==> src/logic/ctsf_params.svh <==
// timing and lamp constants for the charge timer and status state machine
// assumes the oscillator tick enable and the 200 MHz system clock described below
`ifndef CTSF_PARAMS_SVH
`define CTSF_PARAMS_SVH
`define CTSF_CLK_MHZ 200
`define CTSF_TO_MIN_PER_NF 14
`define CTSF_TO_OSC_CYCLES 32'd4096
`define CTSF_TRICKLE_DIV 3
`define CTSF_TRICKLE_MIN_CYC 16'h000f
`define CTSF_EOC_QUAL_CYC 3'h3
`define CTSF_LAMP_STEP_MS 500
`define CTSF_LAMP_STEP_CLKS (`CTSF_LAMP_STEP_MS * 1000 * `CTSF_CLK_MHZ)
`define CTSF_FLASH_HALF_MS 500
`define CTSF_FLASH_HALF_CLKS (`CTSF_FLASH_HALF_MS * 1000 * `CTSF_CLK_MHZ)
`endif

==> src/logic/ctsf_pkg.sv <==
// types shared by the charge state machine files
// assumes nothing beyond a SystemVerilog compiler
package ctsf_pkg;
    typedef enum logic [2:0] {
        CTSF_LAMP_SEQ = 3'h0,
        CTSF_IDLE = 3'h1,
        CTSF_TRICKLE = 3'h2,
        CTSF_FAST = 3'h3,
        CTSF_TOPOFF = 3'h4,
        CTSF_DONE_OFF = 3'h5,
        CTSF_LATCH_OFF = 3'h6,
        CTSF_FAULT = 3'h7
    } ctsf_state_t;
endpackage : ctsf_pkg

==> src/logic/ctsf_sync.sv <==
// three stage synchroniser for one asynchronous level
// assumes a single clock; output changes only when stages two and three agree
`timescale 1ns/100ps
module ctsf_sync (
    // clock and reset
    input wire logic clk,
    input wire logic rst,
    // level in and out
    input wire logic d,
    output logic q
);
    logic s1, s2, s3;
    logic next_q;

    // only s2 and s3 are compared; s1 feeds s2 alone
    always_comb begin
        next_q = (s2 == s3) ? s3 : q;
    end

    always_ff @(posedge clk or posedge rst) begin
        if (rst) begin
            s1 <= 1'b0;
            s2 <= 1'b0;
            s3 <= 1'b0;
            q <= 1'b0;
        end else begin
            s1 <= d;
            s2 <= s1;
            s3 <= s2;
            q <= next_q;
        end
    end
endmodule : ctsf_sync

==> src/logic/ctsf_top.sv <==
// charge timer and status state machine of a single cell charger
// assumes OSC_TICK is a one-cycle pulse per oscillator period; comparator pins are asynchronous
// How it works
// - timeout spans a parameter count of oscillator ticks, 14 min per nF.
// - timeout expiry turns the lamp green (end of charge) always.
// - expiry above 4.05V keeps charging in top-off until the restarted timeout expires again.
// - expiry below 4.05V shows green, charger off, held until enable toggles.
// - trickle longer than one eighth timeout latches fault, charger off, flashing.
// - trickle lasts at least 15 oscillator ticks before fast charge.
// - end of charge restarts timeout; its expiry turns charger off.
// - below recharge threshold after the top-off shutdown restarts charging, lamp stays green.
// - after reset lamp shows red, green, yellow, off, 500ms each.
// - while charging before end of charge only the charging lamp sink pulls low.
// - proper finish releases charging sink and pulls the done sink low.
// - green persists through recharge until reset, fault or loss of enable.
// - temperature fault during trickle, fast or top-off gives steady yellow and clears itself.
// - other faults flash yellow at 1Hz, latched until enable toggles.
// - low current below recharge threshold never counts as end of charge.
// - end of charge needs high voltage and low current for 3 ticks.
`timescale 1ns/100ps
`include "ctsf_params.svh"
module ctsf_top #(
    parameter logic [31:0] TO_CYC = `CTSF_TO_OSC_CYCLES,
    parameter int LAMP_CLKS = `CTSF_LAMP_STEP_CLKS,
    parameter int FLASH_CLKS = `CTSF_FLASH_HALF_CLKS
) (
    // clock and reset
    input wire logic CLK,
    input wire logic RST,
    // oscillator tick and enable
    input wire logic OSC_TICK,
    input wire logic EN_N,
    // comparator inputs
    input wire logic VBAT_ABOVE_TRICKLE,
    input wire logic VBAT_ABOVE_RECHG,
    input wire logic VBAT_ABOVE_405,
    input wire logic ISEN_BELOW_TERM,
    input wire logic TEMP_OK,
    input wire logic SHORT_FAULT,
    // outputs
    output logic CHARGER_ON,
    output logic TRICKLE_MODE,
    output logic CHG_LAMP_SINK_O,
    output logic CHG_LAMP_SINK_OE,
    output logic DONE_LAMP_SINK_O,
    output logic DONE_LAMP_SINK_OE
);
    import ctsf_pkg::*;

    logic en_s, vtr_s, vrc_s, v405_s, ilow_s, tok_s, sc_s;
    ctsf_state_t state, next_state;
    logic [31:0] to_cnt, next_to_cnt;
    logic [2:0] eoc_cnt, next_eoc_cnt;
    logic green, next_green;
    logic [1:0] lamp_step, next_lamp_step;
    logic [31:0] lamp_cnt, next_lamp_cnt;
    logic [31:0] fl_cnt, next_fl_cnt;
    logic flash, next_flash;
    logic chg_led, done_led;

    // all comparator inputs and the enable pass the synchroniser
    ctsf_sync u_en (.clk(CLK), .rst(RST), .d(~EN_N), .q(en_s));
    ctsf_sync u_vtr (.clk(CLK), .rst(RST), .d(VBAT_ABOVE_TRICKLE), .q(vtr_s));
    ctsf_sync u_vrc (.clk(CLK), .rst(RST), .d(VBAT_ABOVE_RECHG), .q(vrc_s));
    ctsf_sync u_v405 (.clk(CLK), .rst(RST), .d(VBAT_ABOVE_405), .q(v405_s));
    ctsf_sync u_ilow (.clk(CLK), .rst(RST), .d(ISEN_BELOW_TERM), .q(ilow_s));
    ctsf_sync u_tok (.clk(CLK), .rst(RST), .d(TEMP_OK), .q(tok_s));
    ctsf_sync u_sc (.clk(CLK), .rst(RST), .d(SHORT_FAULT), .q(sc_s));

    wire to_hit = (to_cnt >= TO_CYC - 32'd1) && OSC_TICK;
    wire tr_hit = (to_cnt >= (TO_CYC >> `CTSF_TRICKLE_DIV) - 32'd1) && OSC_TICK;
    // the count alone is not enough: current and voltage must still qualify now
    wire eoc_ok = (eoc_cnt >= `CTSF_EOC_QUAL_CYC) && ilow_s && vrc_s;
    wire active = (state == CTSF_TRICKLE) || (state == CTSF_FAST) || (state == CTSF_TOPOFF);

    // charge sequencing; temperature only pauses, it never moves the state
    always_comb begin
        next_state = state;
        next_to_cnt = to_cnt;
        next_eoc_cnt = eoc_cnt;
        next_green = green;
        if (active && tok_s && OSC_TICK) begin
            next_to_cnt = to_cnt + 32'd1;
        end
        // low current only counts with voltage above the recharge level
        if (active && tok_s && OSC_TICK) begin
            next_eoc_cnt = (ilow_s && vrc_s) ? ((eoc_cnt == 3'h7) ? eoc_cnt : eoc_cnt + 3'h1) : 3'h0;
        end
        case (state)
            CTSF_LAMP_SEQ: begin
                if (lamp_step == 2'h3 && lamp_cnt >= LAMP_CLKS - 1) begin
                    next_state = CTSF_IDLE;
                end
            end
            CTSF_IDLE: begin
                if (en_s && tok_s) begin
                    next_state = CTSF_TRICKLE;
                    next_to_cnt = 32'h0;
                    next_eoc_cnt = 3'h0;
                end
            end
            CTSF_TRICKLE: begin
                if (sc_s) begin
                    next_state = CTSF_FAULT;
                end else if (tr_hit && !vtr_s) begin
                    next_state = CTSF_FAULT;
                end else if (vtr_s && to_cnt >= 32'(`CTSF_TRICKLE_MIN_CYC)) begin
                    next_state = CTSF_FAST;
                end
            end
            CTSF_FAST: begin
                if (eoc_ok) begin
                    next_state = CTSF_TOPOFF;
                    next_to_cnt = 32'h0;
                    next_green = 1'b1;
                end else if (to_hit) begin
                    next_green = 1'b1;
                    next_to_cnt = 32'h0;
                    next_state = v405_s ? CTSF_TOPOFF : CTSF_LATCH_OFF;
                end
            end
            CTSF_TOPOFF: begin
                if (to_hit) begin
                    next_state = CTSF_DONE_OFF;
                end
            end
            CTSF_DONE_OFF: begin
                if (!vrc_s) begin
                    next_state = CTSF_TRICKLE;
                    next_to_cnt = 32'h0;
                    next_eoc_cnt = 3'h0;
                end
            end
            CTSF_LATCH_OFF: begin
            end
            CTSF_FAULT: begin
                next_green = 1'b0;
            end
            default: begin
                next_state = CTSF_IDLE;
            end
        endcase
        // dropping enable leaves any state but the lamp sequence; latched ones clear only this way
        if (!en_s && state != CTSF_LAMP_SEQ) begin
            next_state = CTSF_IDLE;
            next_green = 1'b0;
        end
    end

    always_ff @(posedge CLK or posedge RST) begin
        if (RST) begin
            state <= CTSF_LAMP_SEQ;
            to_cnt <= 32'h0;
            eoc_cnt <= 3'h0;
            green <= 1'b0;
        end else begin
            state <= next_state;
            to_cnt <= next_to_cnt;
            eoc_cnt <= next_eoc_cnt;
            green <= next_green;
        end
    end

    // power-up lamp sequence and 1Hz flash timebase
    always_comb begin
        next_lamp_step = lamp_step;
        next_lamp_cnt = lamp_cnt;
        if (state == CTSF_LAMP_SEQ) begin
            if (lamp_cnt >= LAMP_CLKS - 1) begin
                next_lamp_cnt = 32'h0;
                next_lamp_step = lamp_step + 2'h1;
            end else begin
                next_lamp_cnt = lamp_cnt + 32'd1;
            end
        end
        next_fl_cnt = fl_cnt + 32'd1;
        next_flash = flash;
        if (fl_cnt >= FLASH_CLKS - 1) begin
            next_fl_cnt = 32'h0;
            next_flash = ~flash;
        end
    end

    always_ff @(posedge CLK or posedge RST) begin
        if (RST) begin
            lamp_step <= 2'h0;
            lamp_cnt <= 32'h0;
            fl_cnt <= 32'h0;
            flash <= 1'b0;
        end else begin
            lamp_step <= next_lamp_step;
            lamp_cnt <= next_lamp_cnt;
            fl_cnt <= next_fl_cnt;
            flash <= next_flash;
        end
    end

    // lamp decode: led on means sink pulled low
    always_comb begin
        chg_led = 1'b0;
        done_led = 1'b0;
        if (state == CTSF_LAMP_SEQ) begin
            chg_led = (lamp_step == 2'h0) || (lamp_step == 2'h2);
            done_led = (lamp_step == 2'h1) || (lamp_step == 2'h2);
        end else if (state == CTSF_FAULT) begin
            chg_led = flash;
            done_led = flash;
        end else if (active && !tok_s) begin
            chg_led = 1'b1;
            done_led = 1'b1;
        end else if (green) begin
            done_led = 1'b1;
        end else if (active) begin
            chg_led = 1'b1;
        end
    end

    // outputs; charger pauses during a temperature fault
    assign CHARGER_ON = active && tok_s;
    assign TRICKLE_MODE = (state == CTSF_TRICKLE);
    assign CHG_LAMP_SINK_O = 1'b0;
    assign CHG_LAMP_SINK_OE = chg_led;
    assign DONE_LAMP_SINK_O = 1'b0;
    assign DONE_LAMP_SINK_OE = done_led;

    AST_LATCH_HOLDS: assert property (@(posedge CLK) disable iff (RST)
        (state == CTSF_LATCH_OFF && en_s) |=> state == CTSF_LATCH_OFF)
        else $error("latched off state left while enabled");
    AST_LATCH_GREEN: assert property (@(posedge CLK) disable iff (RST)
        state == CTSF_LATCH_OFF |-> DONE_LAMP_SINK_OE && !CHARGER_ON)
        else $error("latched off state not green or charger on");
    AST_TRICKLE_MIN: assert property (@(posedge CLK) disable iff (RST)
        ($past(state) == CTSF_TRICKLE && state == CTSF_FAST) |-> $past(to_cnt) >= 32'(`CTSF_TRICKLE_MIN_CYC))
        else $error("trickle left too early");
    // top-off is entered only by a qualified end of charge or by expiry above 4.05V
    AST_EOC_QUAL: assert property (@(posedge CLK) disable iff (RST)
        ($past(state) == CTSF_FAST && state == CTSF_TOPOFF)
            |-> ($past(eoc_cnt) >= `CTSF_EOC_QUAL_CYC && $past(vrc_s) && $past(ilow_s))
                || ($past(to_hit) && $past(v405_s)))
        else $error("end of charge without qualification");
    AST_FAULT_FLASH: assert property (@(posedge CLK) disable iff (RST)
        state == CTSF_FAULT |-> (CHG_LAMP_SINK_OE == flash) && (DONE_LAMP_SINK_OE == flash) && !CHARGER_ON)
        else $error("fault lamp not flashing yellow");
    AST_RED_CHARGING: assert property (@(posedge CLK) disable iff (RST)
        (active && tok_s && !green) |-> CHG_LAMP_SINK_OE && !DONE_LAMP_SINK_OE)
        else $error("charging lamp not red");
    AST_TEMP_YELLOW: assert property (@(posedge CLK) disable iff (RST)
        (active && !tok_s) |-> CHG_LAMP_SINK_OE && DONE_LAMP_SINK_OE && !CHARGER_ON)
        else $error("temperature fault not steady yellow");
    AST_ENABLE_OFF: assert property (@(posedge CLK) disable iff (RST)
        (!en_s && state != CTSF_LAMP_SEQ) |=> !CHARGER_ON)
        else $error("charger on without enable");
    AST_GREEN_KEEP: assert property (@(posedge CLK) disable iff (RST)
        ($past(green) && en_s && $past(en_s) && state != CTSF_FAULT) |-> green)
        else $error("green dropped without fault");
endmodule : ctsf_top

==> config.mk <==
export PLATFORM = sky130hd
export DESIGN_NAME = ctsf_top
export DESIGN_NICKNAME = d
export VERILOG_FILES = /design/src/logic/ctsf_pkg.sv /design/src/logic/ctsf_sync.sv /design/src/logic/ctsf_top.sv
export VERILOG_INCLUDE_DIRS = /design/src /design/src/logic
export SDC_FILE = /design/constraint.sdc
export NUM_CORES = 1
export LEC_CHECK = 0
export BUFFER_PORTS_ARGS = -buffer_cell sky130_fd_sc_hd__buf_2
export CORE_UTILIZATION = 25
export DETAILED_ROUTE_END_ITERATION = 8
export HOLD_SLACK_MARGIN = 0.05
export PLACE_DENSITY = 0.42
export SETUP_SLACK_MARGIN = 0.2
export SLEW_MARGIN = 5
export SYNTH_ARGS = -nofsm -noshare
export SYNTH_HDL_FRONTEND = slang
export SYNTH_SLANG_ARGS = --single-unit
==> constraint.sdc <==
create_clock -name CLK -period 4.29 [get_ports CLK]
set_input_delay 0.429 -clock CLK [delete_from_list [all_inputs] [get_ports CLK]]
set_output_delay 0.429 -clock CLK [all_outputs]
set_load 0.05 [all_outputs]
==> results of run 1 <==
==> registers in the layout (all words and copies together) (netlist names), 2 cells and up <==
name       count
eoc_cnt        3
fl_cnt        32
lamp_cnt      32
lamp_step      2
state          3
to_cnt        32
==> cells by family (layout without fill, tap and decap cells) <==
group | count (synthesis) | after routing | share of synthesized area
xor+xnor | 80 | 80 | 0.1112
simple gates | 315 | 315 | 0.2422
buf+inv | 34 | 65 | 0.02770
fa+ha+maj | 14 | 14 | 0.02475
flops | 134 | 134 | 0.5265
compound gates | 52 | 52 | 0.06130
other cells | 1 | 7 | 0.0005888
mux | 3 | 3 | 0.005697
==> routing by layer <==
| metal | GRT usage | vias to the layer above | routed length [um] |
|---|---|---|---|
| li1 | - | 2197 | - |
| met1 | 0.1364 | 2163 | 6184 |
| met2 | 0.1669 | 55 | 5719 |
| met3 | 0.02542 | 12 | 346 |
| met4 | 0.03516 | 0 | 162 |
| met5 | 0 | - | 0 |
==> power breakdown <==
part | total (mW) | leakage [nW] | internal [mW] | switching (mW)
Sequential | 1.41 | 1.78 | 1.33 | 0.0862
Clock | 1.39 | 0.275 | 0.867 | 0.518
Combinational | 0.532 | 1.03 | 0.164 | 0.368
Total | 3.33 | 3.09 | 2.36 | 0.972
==> placed cells by master (no fill, tap or decap), drive strengths merged, types with 8 or more instances in the layout <==
cell | Yosys | routed
dfrtp | 134 | 134
nor2 | 132 | 132
nor3 | 18 | 18
buf | 15 | 16
a21oi | 11 | 11
and3 | 9 | 9
nand4 | 18 | 18
nand3 | 33 | 33
o21ai | 8 | 8
clkbuf | 3 | 23
xnor2 | 36 | 36
nor4 | 15 | 15
xor2 | 44 | 44
nand2 | 58 | 58
inv | 16 | 17
==> final cells by class <==
class / count / area [um2] / area share
Clock buffer: 23 / 457.9 / 0.06231
Clock inverter: 9 / 101.3 / 0.01379
Tap cell: 330 / 412.9 / 0.05618
Timing Repair Buffer: 17 / 97.59 / 0.01328
Multi-Input combinational cell: 471 / 2861 / 0.3893
Sequential cell: 134 / 3353 / 0.4562
Inverter: 16 / 65.06 / 0.008853
==> worst reg2reg max path, stage by stage, from the launching register on <==
cell	delay (ns)
dfrtp_1	0.38
ha_1	0.22
and4_1	0.22
nand2b_1	0.18
a31oi_1	0.22
o21ai_1	0.10
a21oi_2	0.97
nor2_1	0.16
==> what timing repair did <==
action | 4_1_cts | 5_1_grt
hold buffers | 1 | 0
endpoints found under the setup margin | 0 | 0
hold endpoints to repair | 7 | 0
gates resized for setup | 0 | 0
==> worst max-delay path by stage <==
| stage | start | endpoint | slack [ns] | depth (start not counted) |
|---|---|---|---|---|
| 3_5_place_dp | fl_cnt[0]$_DFF_PP0_ | fl_cnt[7]$_DFF_PP0_ | 1.64 | 7 |
| 6_report | state[0]$_DFFE_PP0P_ | DONE_LAMP_SINK_OE | 1.65 | 6 |
| 5_1_grt | fl_cnt[0]$_DFF_PP0_ | flash$_DFFE_PP0N_ | 1.37 | 7 |
| 3_3_place_gp | fl_cnt[0]$_DFF_PP0_ | flash$_DFFE_PP0N_ | 1.75 | 7 |
| 4_1_cts | fl_cnt[0]$_DFF_PP0_ | fl_cnt[24]$_DFF_PP0_ | 1.59 | 7 |
| 2_1_floorplan | RST | eoc_cnt[0]$_DFF_PP0_ | 0.28 | 1 |
==> key figures, run 1 <==
Outcome
  • Status: complete, no violations

Finish
  • Final instance area: 7350 um2
  • Area grow syn2layout: 15.40%
  • Layout cells sized above 1: 0.1015
  • FILL cells: 2,652
  • Nets@finish: 674
  • Final Non-Filler Cells: 1,000
  • Ant diodes: 0
  • Finished Core Util: 0.2927

Yosys
  • Area share of the largest cell type after synthesis: 0.5265
  • Yosys Warn Count: 0
  • Async set or reset register ratio after synthesis: 1.000
  • Number of synthesized register bits: 134
  • Number of library cell types mapped by synthesis: 66
  • Post-synthesis sequential area ratio: 0.5265
  • Synth area leaders: dfrtp_1, nor2_1, xor2_1, xnor2_1, nand2_1
  • Top FF cell, synth: dfrtp_1
  • Syn Std Cell Area: 6369 um2
  • Count leader, synth: dfrtp_1
  • Cell count after synthesis: 633
  • Mean Syn Cell Area: 10.06 um2
  • Number of flops mapped to enable cells by yosys: 0
  • Post-synth top area cell: dfrtp_1
  • Synth cell count leaders: dfrtp_1, nor2_1, nand2_1

Routing
  • WL per Instance: 12.41 um
  • Routed WL: 12,410 um
  • Initial DRT Pass Iterations: 4
  • Via/cell ratio: 4.427
  • Iter 0 DRT Violations: 178
  • Vias: 4,427
  • Post-route ant nets: 0
  • Detailed-route DRC error count: 0

Floorplanning
  • CORE AREA: 25,110 um2
  • Die area: 26,120 um2
  • I/O pins: 16
  • Die Ht: 161.6 um
  • Chip width: 161.6 um
  • # rows: 58
  • Starting Density: 0.2536

Power and ir drop
  • Total power: 3.331 mW
  • P per Cell Area: 453.2 nW/um2
  • Peak supply drop: 310.3 uV
  • Leak pwr: 3.087 nW

STA
  • Crit path time final: 2.642 ns
  • RSZ-0062 raised after global routing: false
  • Final setup violating endpoints: 0
  • PnR worst setup slack: 1.648 ns
  • Slew @ Worst Pin: 1.241 ns
  • Slew margin rel.: 0.1728
  • Fin. max-slew vios: 0
  • Fin crit share: 0.6158
  • Maximum clock rate: 378.5 MHz
  • Worst hold margin: 0.1254 ns
  • Final setup TNS: 0 ns
  • Hold Vio Cnt, Final: 0
  • Clock Skew: 0.006754 ns

Hold path
  • WHS Endpoint: u_ilow.s1$_DFF_PP0_
  • Hold Path Cell Cnt: 1
  • Worst hold start: ISEN_BELOW_TERM
  • Min-Delay Path Class: in2reg

Worst setup path
  • WP buf/inv: 2
  • Setup crit end kind: output port
  • Critical path class: reg2out
  • Critical Path AT: 2.21 ns
  • Launching point of the worst reg2reg path: fl_cnt[0]$_DFF_PP0_
  • R2R Path End: fl_cnt[24]$_DFF_PP0_
  • Worst Reg-to-Reg Cells: 7
  • CP max stage delay: 0.60 ns
  • Worst-path cell chain: inv_1 -> mux2_2 -> a221oi_1 -> nor2_1 -> nor2_1 -> buf_2
  • Worst path most repeated cell: nor2_1
  • Critical-path maximum fanout: 15
  • Delay-heaviest family, CP: flip-flops
  • CP Data Required Time: 3.86 ns
  • Critical Path Start Type: flop
  • R2R Setup Slk: 1.66 ns
  • Critical path's slowest cell: dfrtp_1

GRT
  • First-pass GRT wire length: 21,800 um
  • Total grt overflow: 0
  • Largest net degree at the start of global routing: 82
  • Gr usage total: 0.1040
  • Vias in the first global route: 4,471
  • Initial antenna violation count: 0

Placement
  • RD Place Congestion: 0.7225
  • Dpl cells: 967
  • Setup WS pre-CTS: 1.638 ns
  • IO Port Bufs: 13
  • DPL Wire Length: 8315 um
  • Dpl cell area: 6780 um2

Clocking
  • Clock slew at reported path FFs: 0.06 ns
  • H-tree depth: 4
  • Post-CTS Setup Bufs: 0
  • CTS Sinks: 134
  • CTS Buf Count: 17
  • Worst-Skew Late Latency: 0.41 ns
  • Clock Tree Buf Depth: 2
  • CTS tree: built
  • CTS root buf: clkbuf_16

Run
  • Max Cap Viol: 0
No activity file was read; power rests on OpenSTA's default activity.
==> run 2, diff against run 1 <==
Settings changed: PLACE_DENSITY 0.42 to 0.41.
Clock period 4.29 ns to 2.6 ns, I/O delays scaled along.
==> key figures, run 2 (synthesis gave the netlist of run 1 again) <==
Worst setup path
  • WP buf/inv: 2 (unchanged)
  • Critical-path maximum fanout: 10 (-5)
  • CP Data Required Time: 2.34 ns (-1.52 ns)
  • Launching point of the worst reg2reg path: to_cnt[15]$_DFF_PP0_
  • R2R Path End: to_cnt[15]$_DFF_PP0_
  • Delay-heaviest family, CP: flip-flops
  • Worst Reg-to-Reg Cells: 7 (unchanged)
  • Setup crit end kind: output port
  • Critical path's slowest cell: dfrtp_2
  • Critical Path AT: 2.05 ns (-0.16 ns)
  • CP max stage delay: 0.47 ns (-0.13 ns)
  • Critical Path Start Type: flop
  • Worst-path cell chain: buf_4 -> or3_4 -> o31a_1 -> buf_2
  • Critical path class: reg2out
  • R2R Setup Slk: 0.44 ns (-1.22 ns)

Finish
  • Top Registers: fl_cnt x32, lamp_cnt x32, to_cnt x32
  • Ant diodes: 0 (unchanged)
  • Commonest non-fill, non-tap cells in the layout: dfrtp_1, nor2_1, nand2_1
  • Area grow syn2layout: 19.23%
  • Nets@finish: 692 (+2.7%)
  • Layout cells sized above 1: 0.1265 (+0.02496)
  • Most common cell after layout, fill and taps aside: dfrtp_1

Floorplanning
  • # rows: 58 (unchanged)
  • Starting Density: 0.2536 (unchanged)
  • I/O pins: 16 (unchanged)
  • Die area: 26,120 um2 (unchanged)
  • Chip width: 161.6 um (unchanged)
  • CORE AREA: 25,110 um2 (unchanged)
  • Die Ht: 161.6 um (unchanged)

Routing
  • Via/cell ratio: 4.396 (-0.70%)
  • WL per Instance: 12.48 um (+0.50%)
  • Routed WL: 12,700 um (+2.3%)
  • Initial DRT Pass Iterations: 4 (unchanged)
  • Vias: 4,475 (+1.1%)
  • Detailed-route DRC error count: 0 (unchanged)
  • Iter 0 DRT Violations: 235 (+32%)
  • Post-route ant nets: 0 (unchanged)

STA
  • RSZ-0062 raised after global routing: false
  • Clock Skew: 0.01711 ns (+0.01036 ns)
  • Maximum clock rate: 433.1 MHz
  • Fin. max-slew vios: 0 (unchanged)
  • Hold Vio Cnt, Final: 0 (unchanged)
  • Final setup TNS: 0 ns (unchanged)
  • Fin crit share: 0.8880
  • Slew @ Worst Pin: 0.7169 ns (-0.5239 ns)
  • Final setup violating endpoints: 0 (unchanged)
  • Slew margin rel.: 0.5221 (+0.3493)
  • Crit path time final: 2.309 ns

Run
  • Max Cap Viol: 0 (unchanged)

Hold path
  • Min-Delay Path Class: in2async

Power and ir drop
  • Total power: 5.764 mW (+73%)
  • P per Cell Area: 759.1 nW/um2 (+68%)
  • Leak pwr: 3.190 nW (+3.4%)
  • Peak supply drop: 450.3 uV (+45%)

GRT
  • Total grt overflow: 0 (unchanged)
  • First-pass GRT wire length: 22,550 um (+3.5%)
  • Gr usage total: 0.1068 (+0.002843)
  • Initial antenna violation count: 0 (unchanged)
  • Vias in the first global route: 4,640 (+3.8%)
  • Largest net degree at the start of global routing: 135 (+65%)

Placement
  • DPL Wire Length: 8449 um (+1.6%)
  • RD Place Congestion: 0.7726 (+6.9%)
  • IO Port Bufs: 13 (unchanged)

Clocking
  • Clock Tree Buf Depth: 2 (unchanged)
  • CTS Buf Count: 17 (unchanged)
  • Clock slew at reported path FFs: 0.06 ns (about the same)
  • Worst-Skew Late Latency: 0.42 ns (about the same)
  • CTS tree: built
  • H-tree depth: 4 (unchanged)
  • CTS root buf: clkbuf_16
  • CTS Sinks: 134 (unchanged)

Outcome
  • Status: complete, no violations
-- run 2: cell count changes in the layout (fill, tap and decap cells not counted), sizes merged --
cell,change
dlygate4sd3,+6
clkinv,-1
clkinvlp,+3
buf,+12
bufinv,+1
clkbuf,-2
inv,-1
-- run 2: final cells by class --
| type | instances | area [um2] |
|---|---|---|
| flip-flops and latches | 134 | 3356 |
| well taps | 330 | 412.9 |
| fillers | 2670 | 17520 |
| clock inverters | 11 | 148.9 |
| repair buffers | 35 | 275.3 |
| inverters | 16 | 63.81 |
| multi-input cells | 471 | 2877 |
| clock buffers | 21 | 460.4 |
-- run 2: tightest hold or removal path, cell delays in order --
cell and delay [ns]:
buf_2 0.11, clkinvlp_4 0.07, buf_12 0.51
-- run 2: worst max path at each step --
| stage | slack [ns] | end | depth (start not counted) | start |
|---|---|---|---|---|
| after floorplan | 0.47 | DONE_LAMP_SINK_OE | 5 | state[1]$_DFFE_PP0P_ |
| after global placement | 0.42 | to_cnt[27]$_DFF_PP0_ | 6 | state[2]$_DFFE_PP0P_ |
| after detailed placement | 0.38 | lamp_cnt[22]$_DFFE_PP0P_ | 6 | state[2]$_DFFE_PP0P_ |
| after CTS | 0.20 | CHG_LAMP_SINK_OE | 3 | state[2]$_DFFE_PP0P_ |
| after global routing | 0.20 | DONE_LAMP_SINK_OE | 5 | state[1]$_DFFE_PP0P_ |
| final | 0.29 | CHG_LAMP_SINK_OE | 4 | state[2]$_DFFE_PP0P_ |
-- run 2: per-layer routing --
layer / wire length, um / global-route usage / part of all wire
met1: 6335 / 0.1378 / 0.50
met2: 5950 / 0.1738 / 0.47
met4: 180 / 0.04889 / 0.014
met5: 0 / 0 / 0
met3: 234 / 0.01926 / 0.018
-- run 2: through the flow --
stage          hold WS, ns  instances    util  setup WS (ns)  cell area, um2
3_3_place_gp        0.3330        972  0.2725         0.4154            6842
3_5_place_dp        0.3364        972  0.2725         0.3809            6842
5_1_grt             0.1437       1018  0.3024         0.1970            7594
2_1_floorplan       0.2914        639       -         0.4730            6395
4_1_cts             0.1060       1011  0.2997         0.2042            7526
6_report           0.05676       1018  0.3024         0.2911            7594
-- run 2: power breakdown --
group          switching [mW]  total (mW)  internal, mW
sequential              0.115        2.31          2.19
clock                   0.892        2.45          1.56
combinational           0.655        1.00         0.349
total                    1.66        5.76          4.10
-- run 2: timing repair --
action                                 CTS  global route
gates resized for setup                  3             3
setup endpoints to repair                2             3
endpoints found under the hold margin    7             0
buffers inserted                         0             7
hold buffers                             7             0
==> run 3, diff against run 2 <==
==> constraint.sdc (replaced) <==
create_clock -name CLK -period 2.6 [get_ports CLK]
set_input_delay 0.26 -clock CLK [delete_from_list [all_inputs] [get_ports CLK]]
set_output_delay 0.26 -clock CLK [all_outputs]
set_load 0.01 [all_outputs]
==> key figures, run 3 (synthesis gave the netlist of run 1 again) <==
Routing
  • Routed WL: 12,760 um (+0.44%)
  • Initial DRT Pass Iterations: 4 (unchanged)
  • Post-route ant nets: 0 (unchanged)
  • Vias: 4,479 (+0.089%)
  • Detailed-route DRC error count: 0 (unchanged)
  • Iter 0 DRT Violations: 199 (-15%)
  • WL per Instance: 12.60 um (+1.0%)
  • Via/cell ratio: 4.426 (+0.68%)

Outcome
  • Status: complete, no violations

Clocking
  • CTS Buf Count: 17 (unchanged)
  • Clock Tree Buf Depth: 2 (unchanged)
  • CTS tree: built
  • Worst-Skew Late Latency: 0.41 ns (about the same)
  • CTS Sinks: 134 (unchanged)
  • H-tree depth: 4 (unchanged)
  • Clock slew at reported path FFs: 0.06 ns (about the same)
  • Post-CTS Setup Bufs: 0 (unchanged)
  • CTS root buf: clkbuf_16

Power and ir drop
  • Peak supply drop: 403.7 uV (-10%)
  • P per Cell Area: 751.6 nW/um2 (-0.99%)
  • P_int: 4.069 mW (-0.81%)
  • Clock network power share: 0.446 (+0.021)
  • Total power: 5.696 mW (-1.2%)
  • Seq pwr share: 0.411 (+0.011)
  • Leak pwr: 3.177 nW (-0.42%)
  • Sw frac: 0.2856 (-0.002705)
  • Comb power frac: 0.144 (-0.030)
  • Switch Pwr: 1.627 mW (-2.1%)

Finish
  • FILL cells: 2,647 (-0.86%)
  • Finished Core Util: 0.3018 (-0.0005980)
  • Most common cell after layout, fill and taps aside: dfrtp_1
  • Top Registers: fl_cnt x32, lamp_cnt x32, to_cnt x32
  • Area grow syn2layout: 19.00%
  • Layout cells sized above 1: 0.1202 (-0.006219)
  • Final Non-Filler Cells: 1,012 (-0.59%)
  • Commonest non-fill, non-tap cells in the layout: dfrtp_1, nor2_1, nand2_1
  • Nets@finish: 686 (-0.87%)
  • Ant diodes: 0 (unchanged)

STA
  • RSZ-0062 raised after global routing: false
  • Final setup TNS: 0 ns (unchanged)
  • Slew @ Worst Pin: 0.7559 ns (+0.03900 ns)
  • Clock Skew: 0.006426 ns (-0.01069 ns)
  • Crit path time final: 2.271 ns (-0.03795 ns)
  • Slew margin rel.: 0.4961 (-0.02600)
  • Final setup violating endpoints: 0 (unchanged)
  • Maximum clock rate: 440.4 MHz (+1.7%)
  • Fin. max-slew vios: 0 (unchanged)
  • Hold Vio Cnt, Final: 0 (unchanged)
  • Fin crit share: 0.8734 (-0.01460)
  • Worst hold margin: 0.02476 ns (-0.03200 ns)

GRT
  • Gr usage total: 0.1082 (+0.001375)
  • Largest net degree at the start of global routing: 135 (unchanged)
  • Initial antenna violation count: 0 (unchanged)
  • Vias in the first global route: 4,627 (-0.28%)
  • Total grt overflow: 0 (unchanged)
  • First-pass GRT wire length: 22,750 um (+0.89%)

Floorplanning
  • # rows: 58 (unchanged)
  • I/O pins: 16 (unchanged)
  • CORE AREA: 25,110 um2 (unchanged)
  • Die area: 26,120 um2 (unchanged)
  • Die Ht: 161.6 um (unchanged)
  • Chip width: 161.6 um (unchanged)
  • Starting Density: 0.2536 (unchanged)

Placement
  • RD Place Congestion: 0.7726 (unchanged)
  • Dpl cells: 973 (+0.10%)
  • DPL Wire Length: 8438 um (-0.13%)
  • IO Port Bufs: 13 (unchanged)

Worst setup path
  • Setup crit end kind: output port
  • Critical Path Start Type: flop
  • Critical Path AT: 2.01 ns (-0.04 ns)
  • CP Data Required Time: 2.34 ns (about the same)
  • Critical-path maximum fanout: 15 (+5)
  • Critical path class: reg2out

Run
  • Max Cap Viol: 0 (unchanged)

Hold path
  • Min-Delay Path Class: in2async
==> run 3: per-layer routing <==
layer	GRT usage	part of all wire
met5	0	0
met3	0.02619	0.016
met2	0.1777	0.47
met1	0.1395	0.50
met4	0.03473	0.0096
==> run 3: final timing paths <==
kind                                            end            startpoint  slack [ns]  cells after the start
setup reg to reg               to_cnt[19]$_DFF_PP0_  state[2]$_DFFE_PP0P_        0.35                      6
min in group CLK                u_v405.s2$_DFF_PP0_   u_v405.s1$_DFF_PP0_        0.35                      0
max in group asynchronous      state[1]$_DFFE_PP0P_                   RST        1.94                      3
hold reg to reg                 u_v405.s2$_DFF_PP0_   u_v405.s1$_DFF_PP0_        0.35                      0
setup / recovery                   CHG_LAMP_SINK_OE  state[2]$_DFFE_PP0P_        0.33                      3
hold / removal             lamp_cnt[29]$_DFFE_PP0P_                   RST        0.02                      3
==> run 3: critical path, cell delays in order, from the launching register on <==
cell     delay (ns)
dfrtp_2        0.50
or3_1          0.60
o31a_1         0.35
buf_2          0.15
==> run 3: layout make-up <==
type	count	area, um2	share of cell area
Clock inverter	14	186.4	0.02460
Clock buffer	18	439.2	0.05795
Timing Repair Buffer	29	240.2	0.03170
Inverter	16	63.81	0.008420
Sequential cell	134	3357	0.4430
Multi-Input combinational cell	471	2879	0.3799
Tap cell	330	412.9	0.05448
==> run 3: repair_timing <==
action,CTS,global route
hold buffers,7,0
endpoints found under the setup margin,1,25
hold endpoints to repair,7,0
gates resized for setup,0,6
==> run 3: per-stage QoR <==
step | area [um2] | worst slack (ns)
floorplan | 6395 | 0.6734
global placement | 6862 | 0.2658
detailed placement | 6862 | 0.2864
CTS | 7557 | 0.1985
global route | 7579 | 0.1972
finish | 7579 | 0.3291
==> run 3: power by group through the flow <==
stage	clock network, mW	registers [mW]	logic, mW
after floorplan	0	2.30	0.646
after global placement	0	2.37	0.805
after detailed placement	0	2.37	0.817
after CTS	2.63	2.33	0.829
after global routing	2.71	2.36	0.925
final	2.54	2.34	0.819
